## src/hw/asc_pkg.sv

```systemverilog
// Constants, register map and types shared by the converter sweep controller.
package asc_pkg;

  // Register byte offsets on the Wishbone slave (one aligned word each).
  localparam logic [5:0] ASC_OFF_CTRL0       = 6'h00;
  localparam logic [5:0] ASC_OFF_CTRL1       = 6'h04;
  localparam logic [5:0] ASC_OFF_CTRL2       = 6'h08;
  localparam logic [5:0] ASC_OFF_STATUS      = 6'h0c;
  localparam logic [5:0] ASC_OFF_RESULT_BASE = 6'h20;

  // Field positions in adc_control_zero.
  localparam int ASC_C0_CHAN_LSB  = 0;
  localparam int ASC_C0_MODE_LSB  = 3;
  localparam int ASC_C0_TRG_BIT   = 5;
  localparam int ASC_C0_START_BIT = 6;

  // Field positions in adc_control_one.
  localparam int ASC_C1_PRIO_LSB   = 0;
  localparam int ASC_C1_SWEEP1_BIT = 2;
  localparam int ASC_C1_RES10_BIT  = 3;
  localparam int ASC_C1_REF_BIT    = 5;
  localparam int ASC_C1_OPA_LSB    = 6;

  // Field positions in adc_control_two.
  localparam int ASC_C2_SH_BIT    = 0;
  localparam int ASC_C2_GROUP_LSB = 1;

  // Values after reset.
  localparam logic [7:0] ASC_CTRL0_RST = 8'h00;
  localparam logic [7:0] ASC_CTRL1_RST = 8'h00;
  localparam logic [7:0] ASC_CTRL2_RST = 8'h00;

  // Cycles per pin with sample-and-hold, and plain defaults without it.
  localparam int ASC_CYC_SH_8    = 28;
  localparam int ASC_CYC_SH_10   = 33;
  localparam int ASC_CYC_NOSH_8  = 40;
  localparam int ASC_CYC_NOSH_10 = 48;

  // Reference settling time after reconnecting, in ns, and as clock cycles.
  localparam int ASC_CLK_PERIOD_NS = 8;
  localparam int ASC_REF_SETTLE_NS = 1000;
  localparam int ASC_REF_SETTLE_CYC =
    (ASC_REF_SETTLE_NS + ASC_CLK_PERIOD_NS - 1) / ASC_CLK_PERIOD_NS;

  localparam logic [1:0] ASC_OPA_NONE   = 2'b00;
  localparam logic [1:0] ASC_OPA_EXT0   = 2'b01;
  localparam logic [1:0] ASC_OPA_EXT1   = 2'b10;
  localparam logic [1:0] ASC_OPA_OPAMP  = 2'b11;

  typedef enum logic [1:0] {
    ASC_MODE_ONESHOT      = 2'b00,
    ASC_MODE_REPEAT       = 2'b01,
    ASC_MODE_SWEEP_SINGLE = 2'b10,
    ASC_MODE_SWEEP_REPEAT = 2'b11
  } asc_mode_t;

  typedef enum logic [2:0] {
    ASC_ST_IDLE  = 3'b001,
    ASC_ST_ARMED = 3'b010,
    ASC_ST_RUN   = 3'b100
  } asc_state_t;

endpackage

```

## src/hw/asc_sweep_ctrl.sv

```systemverilog
// Converter control: Wishbone registers, triggers, pin sequencing and results.
`timescale 1ns/10ps
// Notes on behaviour
// - Repeat sweep mode 1 converts the whole group endlessly, favouring priority pins.
// - One priority pin gives order pin0, pin1, pin0, pin2, pin0, pin3 and onward.
// - Software trigger: conversion begins as soon as the start flag is written 1.
// - External trigger: begin on a trigger pin falling edge after start is set.
// - Repeat sweep mode 1 runs until software writes 0 to the start flag.
// - No conversion interrupt request is ever raised in repeat sweep mode 1.
// - Priority set is pin0, pins 0-1, pins 0-2 or pins 0-3.
// - Each pin's result lands in the matching one of eight result registers.
// - Alternate pin groups behave exactly like the primary eight inputs.
// - Resolution 1 stores 10 bits in bits 9:0; resolution 0 stores 8 bits.
// - With sample-and-hold a pin takes 28 cycles at 8 bits, 33 at 10.
// - Sample-and-hold applies in every mode; software chooses it before starting.
// - Extended inputs usable only in one-shot and repeat modes via the op-amp field.
// - First extended input result goes to register 0, second to register 1.
// - Op-amp field 11 routes pin out, converts the return, stores at that pin.
module asc_sweep_ctrl
  import asc_pkg::*;
(
  input  wire logic        clk_i,
  input  wire logic        rst_i,
  input  wire logic        wb_cyc_i,
  input  wire logic        wb_stb_i,
  input  wire logic        wb_we_i,
  input  wire logic [5:0]  wb_adr_i,
  input  wire logic [3:0]  wb_sel_i,
  input  wire logic [31:0] wb_dat_i,
  output logic      [31:0] wb_dat_o,
  output logic             wb_ack_o,
  input  wire logic        external_trigger_pin_i,
  input  wire logic        comparator_i,
  output logic      [2:0]  channel_select_o,
  output logic      [1:0]  input_group_select_o,
  output logic      [1:0]  ext_input_select_o,
  output logic             sample_o,
  output logic      [9:0]  sar_trial_o,
  output logic             reference_connect_o,
  output logic             conv_done_irq_o
);

  logic [7:0]  ctrl0_reg;
  logic [7:0]  ctrl1_reg;
  logic [7:0]  ctrl2_reg;
  logic [9:0]  result_mem [8];
  logic        ack_reg;
  logic [31:0] rdata_reg;
  asc_state_t  state_reg;
  logic [2:0]  ch_reg;
  logic [2:0]  np_reg;
  logic [1:0]  ext_sel_reg;
  logic        launch_reg;
  logic        trig_prev_reg;
  logic        irq_reg;
  logic [7:0]  ref_cnt_reg;

  logic        wr_en;
  logic        trig_fall;
  asc_mode_t   mode;
  logic        trg_ext;
  logic        start_flag;
  logic        sweep1;
  logic [2:0]  prio_last;
  logic [2:0]  sweep_last;
  logic        ext_active;
  logic        abort;
  logic        finish;
  logic        continue_run;
  logic        dev_clear_start;
  logic [2:0]  first_ch;
  logic [2:0]  next_ch;
  logic [2:0]  next_np;
  logic [2:0]  dest_idx;
  logic        eng_done;
  logic [9:0]  eng_result;
  logic        ref_ready;

  // Result slot for a conversion: extended inputs map to fixed slots.
  function automatic logic [2:0] asc_dest(input logic ext_on, input logic [1:0] opa,
                                          input logic [2:0] ch);
    if (ext_on && opa == ASC_OPA_EXT0)
      asc_dest = 3'd0;
    else if (ext_on && opa == ASC_OPA_EXT1)
      asc_dest = 3'd1;
    else
      asc_dest = ch;
  endfunction

  // Trims a raw result to the active resolution.
  function automatic logic [9:0] asc_trim(input logic ten_bit, input logic [9:0] raw);
    asc_trim = ten_bit ? raw : {2'b00, raw[7:0]};
  endfunction

  assign mode       = asc_mode_t'(ctrl0_reg[ASC_C0_MODE_LSB +: 2]);
  assign trg_ext    = ctrl0_reg[ASC_C0_TRG_BIT];
  assign start_flag = ctrl0_reg[ASC_C0_START_BIT];
  assign sweep1     = mode == ASC_MODE_SWEEP_REPEAT && ctrl1_reg[ASC_C1_SWEEP1_BIT];
  assign prio_last  = {1'b0, ctrl1_reg[ASC_C1_PRIO_LSB +: 2]};
  assign sweep_last = {ctrl1_reg[ASC_C1_PRIO_LSB +: 2], 1'b1};
  // Extended inputs are only honoured in the single-pin modes.
  assign ext_active = (mode == ASC_MODE_ONESHOT || mode == ASC_MODE_REPEAT)
                      && ctrl1_reg[ASC_C1_OPA_LSB +: 2] != ASC_OPA_NONE;

  assign wr_en     = wb_cyc_i && wb_stb_i && wb_we_i && !ack_reg && wb_sel_i[0];
  assign trig_fall = trig_prev_reg && !external_trigger_pin_i;
  // A stop write aborts at the edge that takes it, so no new pin starts behind it.
  assign abort     = state_reg == ASC_ST_RUN
                     && (!start_flag || (wr_en && wb_adr_i == ASC_OFF_CTRL0
                                         && !wb_dat_i[ASC_C0_START_BIT]));

  // First pin of a run.
  always_comb
  begin
    if (mode == ASC_MODE_ONESHOT || mode == ASC_MODE_REPEAT)
      first_ch = ctrl0_reg[ASC_C0_CHAN_LSB +: 3];
    else
      first_ch = 3'd0;
  end

  // Pin order after a completed conversion.
  always_comb
  begin
    next_ch      = ch_reg;
    next_np      = np_reg;
    continue_run = 1'b1;
    case (mode)
      ASC_MODE_ONESHOT:
        continue_run = 1'b0;
      ASC_MODE_REPEAT:
        next_ch = ch_reg;
      ASC_MODE_SWEEP_SINGLE:
      begin
        continue_run = ch_reg != sweep_last;
        next_ch      = ch_reg + 3'd1;
      end
      ASC_MODE_SWEEP_REPEAT:
      begin
        if (!sweep1)
          next_ch = (ch_reg == sweep_last) ? 3'd0 : ch_reg + 3'd1;
        else if (ch_reg < prio_last)
          next_ch = ch_reg + 3'd1;
        else if (ch_reg == prio_last)
          next_ch = np_reg;
        else
        begin
          next_ch = 3'd0;
          next_np = (np_reg == 3'd7) ? prio_last + 3'd1 : np_reg + 3'd1;
        end
      end
      default:
        continue_run = 1'b0;
    endcase
  end

  assign finish          = state_reg == ASC_ST_RUN && eng_done && !continue_run;
  // The device only drops the start flag after a software-triggered finite run.
  assign dev_clear_start = finish && !trg_ext && !sweep1;
  assign dest_idx        = asc_dest(ext_active, ctrl1_reg[ASC_C1_OPA_LSB +: 2], ch_reg);

  // Wishbone slave: one wait state, ack drops in the cycle after it was given.
  always_ff @(posedge clk_i)
  begin
    if (rst_i)
      ack_reg <= 1'b0;
    else
      ack_reg <= wb_cyc_i && wb_stb_i && !ack_reg;
  end

  always_ff @(posedge clk_i)
  begin
    if (rst_i)
      ctrl0_reg <= ASC_CTRL0_RST;
    else if (wr_en && wb_adr_i == ASC_OFF_CTRL0)
      ctrl0_reg <= wb_dat_i[7:0];
    else if (dev_clear_start)
      ctrl0_reg[ASC_C0_START_BIT] <= 1'b0;
  end

  always_ff @(posedge clk_i)
  begin
    if (rst_i)
    begin
      ctrl1_reg <= ASC_CTRL1_RST;
      ctrl2_reg <= ASC_CTRL2_RST;
    end
    else if (wr_en && wb_adr_i == ASC_OFF_CTRL1)
      ctrl1_reg <= wb_dat_i[7:0];
    else if (wr_en && wb_adr_i == ASC_OFF_CTRL2)
      ctrl2_reg <= wb_dat_i[7:0];
  end

  always_ff @(posedge clk_i)
  begin
    if (rst_i)
      rdata_reg <= 32'h0000_0000;
    else if (wb_cyc_i && wb_stb_i && !wb_we_i && !ack_reg)
    begin
      rdata_reg <= 32'h0000_0000;
      if (wb_adr_i == ASC_OFF_CTRL0)
        rdata_reg[7:0] <= ctrl0_reg;
      else if (wb_adr_i == ASC_OFF_CTRL1)
        rdata_reg[7:0] <= ctrl1_reg;
      else if (wb_adr_i == ASC_OFF_CTRL2)
        rdata_reg[7:0] <= ctrl2_reg;
      else if (wb_adr_i == ASC_OFF_STATUS)
        rdata_reg[7:0] <= {ref_ready, ch_reg, 1'b0, 1'b0,
                           state_reg == ASC_ST_ARMED, state_reg == ASC_ST_RUN};
      else if (wb_adr_i[5] && wb_adr_i[1:0] == 2'b00)
        rdata_reg[9:0] <= result_mem[wb_adr_i[4:2]];
    end
  end

  // Reference settling tracker, shown in status so software can poll it.
  always_ff @(posedge clk_i)
  begin
    if (rst_i || !ctrl1_reg[ASC_C1_REF_BIT])
      ref_cnt_reg <= 8'h00;
    else if (!ref_ready)
      ref_cnt_reg <= ref_cnt_reg + 8'h01;
  end

  assign ref_ready = ref_cnt_reg >= 8'(ASC_REF_SETTLE_CYC);

  always_ff @(posedge clk_i)
  begin
    if (rst_i)
      trig_prev_reg <= 1'b1;
    else
      trig_prev_reg <= external_trigger_pin_i;
  end

  // Run control and pin sequencing.
  always_ff @(posedge clk_i)
  begin
    if (rst_i)
    begin
      state_reg   <= ASC_ST_IDLE;
      ch_reg      <= 3'd0;
      np_reg      <= 3'd1;
      ext_sel_reg <= ASC_OPA_NONE;
      launch_reg  <= 1'b0;
    end
    else
    begin
      launch_reg <= 1'b0;
      case (state_reg)
        ASC_ST_IDLE:
        begin
          if (start_flag && !trg_ext)
          begin
            state_reg   <= ASC_ST_RUN;
            launch_reg  <= 1'b1;
            ch_reg      <= first_ch;
            np_reg      <= prio_last + 3'd1;
            ext_sel_reg <= ext_active ? ctrl1_reg[ASC_C1_OPA_LSB +: 2] : ASC_OPA_NONE;
          end
          else if (start_flag)
            state_reg <= ASC_ST_ARMED;
        end
        ASC_ST_ARMED:
        begin
          if (!start_flag)
            state_reg <= ASC_ST_IDLE;
          else if (trig_fall)
          begin
            state_reg   <= ASC_ST_RUN;
            launch_reg  <= 1'b1;
            ch_reg      <= first_ch;
            np_reg      <= prio_last + 3'd1;
            ext_sel_reg <= ext_active ? ctrl1_reg[ASC_C1_OPA_LSB +: 2] : ASC_OPA_NONE;
          end
        end
        ASC_ST_RUN:
        begin
          if (abort)
            state_reg <= ASC_ST_IDLE;
          else if (eng_done && continue_run)
          begin
            ch_reg     <= next_ch;
            np_reg     <= next_np;
            launch_reg <= 1'b1;
          end
          else if (finish)
            state_reg <= trg_ext ? ASC_ST_ARMED : ASC_ST_IDLE;
        end
        default:
          state_reg <= ASC_ST_IDLE;
      endcase
    end
  end

  always_ff @(posedge clk_i)
  begin
    if (rst_i)
    begin
      for (int i = 0; i < 8; i++)
        result_mem[i] <= 10'h000;
    end
    else if (state_reg == ASC_ST_RUN && eng_done && !abort)
      result_mem[dest_idx] <= asc_trim(ctrl1_reg[ASC_C1_RES10_BIT], eng_result);
  end

  // Completion request only for the finite modes, never the repeating ones.
  always_ff @(posedge clk_i)
  begin
    if (rst_i)
      irq_reg <= 1'b0;
    else
      irq_reg <= finish
                 && (mode == ASC_MODE_ONESHOT || mode == ASC_MODE_SWEEP_SINGLE);
  end

  asc_sar_engine u_engine (
    .clk_i         (clk_i),
    .rst_i         (rst_i),
    .start_i       (launch_reg),
    .abort_i       (abort),
    .ten_bit_i     (ctrl1_reg[ASC_C1_RES10_BIT]),
    .sample_hold_i (ctrl2_reg[ASC_C2_SH_BIT]),
    .comparator_i  (comparator_i),
    .busy_o        (),
    .sample_o      (sample_o),
    .trial_o       (sar_trial_o),
    .done_o        (eng_done),
    .result_o      (eng_result)
  );

  assign wb_ack_o             = ack_reg;
  assign wb_dat_o             = rdata_reg;
  assign channel_select_o     = ch_reg;
  assign input_group_select_o = ctrl2_reg[ASC_C2_GROUP_LSB +: 2];
  assign ext_input_select_o   = ext_sel_reg;
  assign reference_connect_o  = ctrl1_reg[ASC_C1_REF_BIT];
  assign conv_done_irq_o      = irq_reg;

endmodule

```

## src/hw/asc_sar_engine.sv

```systemverilog
// Successive-approximation sequencer: sample phase then one cycle per bit.
`timescale 1ns/10ps
module asc_sar_engine
  import asc_pkg::*;
#(
  parameter int CYC_SH_8    = ASC_CYC_SH_8,
  parameter int CYC_SH_10   = ASC_CYC_SH_10,
  parameter int CYC_NOSH_8  = ASC_CYC_NOSH_8,
  parameter int CYC_NOSH_10 = ASC_CYC_NOSH_10
)
(
  input  wire logic       clk_i,
  input  wire logic       rst_i,
  input  wire logic       start_i,
  input  wire logic       abort_i,
  input  wire logic       ten_bit_i,
  input  wire logic       sample_hold_i,
  input  wire logic       comparator_i,
  output logic            busy_o,
  output logic            sample_o,
  output logic [9:0]      trial_o,
  output logic            done_o,
  output logic [9:0]      result_o
);

  logic [5:0] cnt_reg;
  logic [9:0] res_reg;
  logic       busy_reg;
  logic       done_reg;
  logic [5:0] nbits;
  logic [5:0] total;
  logic [9:0] bit_mask;

  // Total per-pin time; the bits are resolved in the last cycles of it.
  always_comb
  begin
    nbits = ten_bit_i ? 6'd10 : 6'd8;
    if (sample_hold_i)
      total = ten_bit_i ? 6'(CYC_SH_10) : 6'(CYC_SH_8);
    else
      total = ten_bit_i ? 6'(CYC_NOSH_10) : 6'(CYC_NOSH_8);
  end

  // An 8-bit code is resolved on the top bits of the trial, so that both
  // resolutions span the same input range on the comparator.
  assign bit_mask = (busy_reg && cnt_reg <= nbits && cnt_reg != 6'd0)
                    ? 10'(10'h001 << (cnt_reg - 6'd1 + (ten_bit_i ? 6'd0 : 6'd2)))
                    : 10'h000;

  always_ff @(posedge clk_i)
  begin
    if (rst_i || abort_i)
    begin
      busy_reg <= 1'b0;
      cnt_reg  <= 6'd0;
      res_reg  <= 10'h000;
    end
    else if (start_i && !busy_reg)
    begin
      busy_reg <= 1'b1;
      cnt_reg  <= total;
      res_reg  <= 10'h000;
    end
    else if (busy_reg)
    begin
      if (comparator_i && bit_mask != 10'h000)
        res_reg <= res_reg | bit_mask;
      cnt_reg <= cnt_reg - 6'd1;
      if (cnt_reg == 6'd1)
        busy_reg <= 1'b0;
    end
  end

  always_ff @(posedge clk_i)
  begin
    if (rst_i)
      done_reg <= 1'b0;
    else
      done_reg <= busy_reg && cnt_reg == 6'd1 && !abort_i;
  end

  assign busy_o   = busy_reg;
  assign sample_o = busy_reg && cnt_reg > nbits;
  assign trial_o  = res_reg | bit_mask;
  assign done_o   = done_reg;
  assign result_o = ten_bit_i ? res_reg : {2'b00, res_reg[9:2]};

endmodule

```

## config.mk

```make
export PLATFORM = sky130hd
export DESIGN_NAME = asc_sweep_ctrl
export DESIGN_NICKNAME = d
export VERILOG_FILES = /design/src/hw/asc_pkg.sv /design/src/hw/asc_sweep_ctrl.sv /design/src/hw/asc_sar_engine.sv
export SDC_FILE = /design/constraint.sdc
export NUM_CORES = 1
export LEC_CHECK = 0
export ABC_AREA = 1
export BUFFER_PORTS_ARGS = -buffer_cell sky130_fd_sc_hd__buf_2
export CORE_MARGIN = 3
export CORE_UTILIZATION = 60
export DETAILED_ROUTE_END_ITERATION = 6
export PLACE_DENSITY = 0.82
export REMOVE_ABC_BUFFERS = 1
export SYNTH_ARGS = -nofsm -noshare
export SYNTH_HDL_FRONTEND = slang
export SYNTH_SLANG_ARGS = --single-unit
```

## constraint.sdc

```tcl
create_clock -name clk_i -period 4.95 [get_ports clk_i]
set_clock_uncertainty 0.15 [all_clocks]
set_input_delay 0.495 -clock clk_i [delete_from_list [all_inputs] [get_ports clk_i]]
set_output_delay 0.495 -clock clk_i [all_outputs]
set_load 0.02 [all_outputs]
```

==> impl_metrics.json <==
{
  "rsz0062_at_grt": "no",
  "critical_path_class": "register to output port",
  "synth_warnings": 0,
  "synth_cell_type_count": 42,
  "worst_pin_slew_ns": 1.162,
  "grt_pass1_vias": 5930,
  "clock_latency_ns": 0.43,
  "placementRows": 40,
  "syn_area_sq_mm": 0.007716,
  "final_area_sq_mm": 0.008521,
  "peakVddDrop_v": 0.0003087,
  "r2r_slack_ns": 2.02,
  "cts.sink_count": 155,
  "crit_chain": "inv_1, ha_1, ha_1, nand3_1, nor2_1, nand2_2, nand2_1, inv_2, nand3_2, o21ai_1, buf_2",
  "fin_ws_ns": 1.265,
  "clk_pin_slew_ns": 0.06,
  "drc": 0,
  "drt_iter0_drc": 698,
  "syn_inst": 914,
  "reg2reg_depth": 12,
  "post-place-cells": 1106,
  "drt_wl_total_um": 18370,
  "maxSlewViolCount": 0,
  "port_buffers": 52,
  "dr_total_vias": 6381,
  "initial_core_util_pct": 62.67,
  "antenna_found_initial": 0,
  "finalNonFillerCells": 1137,
  "cp_data_required_time_ns": 4.30,
  "cp_common_cell": "ha_1",
  "grt_use_met1_pct": 33.31,
  "cp-start-kind": "register",
  "avgRoutedWirePerCell_um": 16.15,
  "drive_above_1_share_pct": 15.27,
  "yosys_most_used_dff": "edfxtp_1",
  "die_h_um": 119.4,
  "final_common_cell": "nor2_1",
  "hold_viol": 0,
  "use_met2_pct": 43.80,
  "firstDrtPassIters": 5,
  "hold_end": "trig_prev_reg",
  "layout_worst_path_cycle_share_pct": 74.44,
  "cts_resized": 0,
  "synth_edf_count": 80,
  "dpl.hpwl_um": 12610,
  "cts_tree": "built",
  "ys_async_sr_fraction_pct": 0,
  "p_total_mw": 2.741,
  "root_buffer": "clkbuf_16",
  "synth.avg_cell_area_sq_um": 8.442,
  "cts_setup_buffers": 0,
  "grt_pass1_wl_um": 29340,
  "leakage_nw": 3.316,
  "slowest_stage": "dfxtp_1",
  "hp-start": "external_trigger_pin_i",
  "antenna_cells": 0,
  "h-tree-depth": 4,
  "min_delay_path_depth": 3,
  "top_usage_layer": "met2",
  "cts_buffer_depth": 2,
  "coreArea_sq_mm": 0.01231,
  "powerDensity_mw_per_mm2": 321.7,
  "dp_slack_ns": 1.551,
  "ios": 102,
  "finalSetupViolations": 0,
  "cp_max_fo": 21,
  "final_nets": 1024,
  "ys_ff_latch": 155,
  "area_growth_pct": 10.43,
  "max_stage_delay_ns": 0.80,
  "min_period_ns": 3.685,
  "fmax_ghz": 0.2714,
  "outcome": "finished, final reports clean",
  "crit_path_end_kind": "output port",
  "grt_max_degree": 47,
  "cap_violations": 0,
  "slew_headroom_pct": 21.72,
  "final_cell_mix": "nor2_1 (152), nand2_1 (144), inv_1 (87)",
  "vias_per_cell": 5.612,
  "place_congestion": 0.9394,
  "overflow": 0,
  "grtUsageMet3_pct": 4.606,
  "grt_use_total_pct": 26.18,
  "reg2reg_from": "ctrl1_reg[3]",
  "place_area_sq_mm": 0.007970,
  "cts_hold_buffers": 0,
  "cts_buffers": 17,
  "finalSetupTns_ns": 0,
  "rr_endpoint": "u_engine.res_reg[7]",
  "critPathArrivalTime_ns": 3.04,
  "seq_area_frac_synth_pct": 50.59,
  "dieArea_sq_mm": 0.01426,
  "largest_register_ffs": 80,
  "die_w_um": 119.4,
  "postRouteAntennaNets": 0,
  "holdCritPathClass": "input pin to register"
}
[how the worst max path moves through the flow]
stage	from	end	slack, ns	cells past startpoint
after floorplan	ctrl1_reg[3]	sar_trial_o[4]	2.24	10
after global placement	wb_adr_i[4]	result_mem[7][3]	1.61	13
after detailed placement	wb_adr_i[4]	result_mem[6][3]	1.55	13
after CTS	ctrl1_reg[3]	sar_trial_o[9]	1.31	11
after global routing	ctrl1_reg[3]	sar_trial_o[9]	1.08	11
final	ctrl1_reg[3]	sar_trial_o[9]	1.27	11
[cells by family after synthesis]
logic type	count (synthesis)	synth area share [%]
multiplexers	2	0.2919
XOR/XNOR	1	0.1135
AO/OA/AOI/OAI	179	13.38
flip-flops	155	50.59
AND/OR/NAND/NOR	407	23.63
other	1	0.04860
buffers and inverters	151	9.032
adder cells (fa/ha/maj)	18	2.919
[cell usage after synthesis, drive strengths merged, types with 9 or more instances]
cell type	count	area share (%)
a22oi	10	0.97
nor2	161	8.4
nand2	164	8.8
nand4	19	1.5
nand3	49	3.6
o21ai	79	5.2
inv	97	4.7
clkbuf	19	0.92
ha	18	2.9
edfxtp	80	31
nor3	9	0.73
dfxtp	75	19
a31oi	13	1.1
a21oi	62	4.5
buf	35	3.4
[report_power, final]
group / switching, mW / internal [mW]
Combinational: 0.103 / 0.0348
Sequential: 0.0109 / 1.38
Clock: 0.525 / 0.690
[layout make-up]
| type | count | area, sq um |
|---|---|---|
| Clock buffer | 18 | 429.2 |
| Clock inverter | 13 | 121.4 |
| Inverter | 97 | 364.1 |
| Fill cell | 1001 | 3791 |
| Multi-Input combinational cell | 629 | 3194 |
| Tap cell | 168 | 210.2 |
| Timing Repair Buffer | 57 | 297.8 |
| Sequential cell | 155 | 3904 |
[metal layers]
layer,wire (um),vias up
met2,8755,288
met5,0,-
met4,529,0
met3,1444,42
li1,-,3103
met1,7637,2948
[metrics by stage]
stage,hold WS (ns),util [%]
2_1_floorplan,0.2818,-
3_3_place_gp,0.2957,64.74
3_5_place_dp,0.3065,64.74
4_1_cts,0.09561,69.21
5_1_grt,0.1097,69.21
6_report,0.1008,69.21
[worst max-delay path: cells and delay by family (launching register included)]
family	cells	cell delay, ns
adders and majority gates	2	0.54
and+or+nand+nor	5	0.46
DFF	1	0.80
AOI/OAI and AO/OA	1	0.21
buffers and inverters	3	0.59
Note: power is estimated with default switching activity, not from simulation.
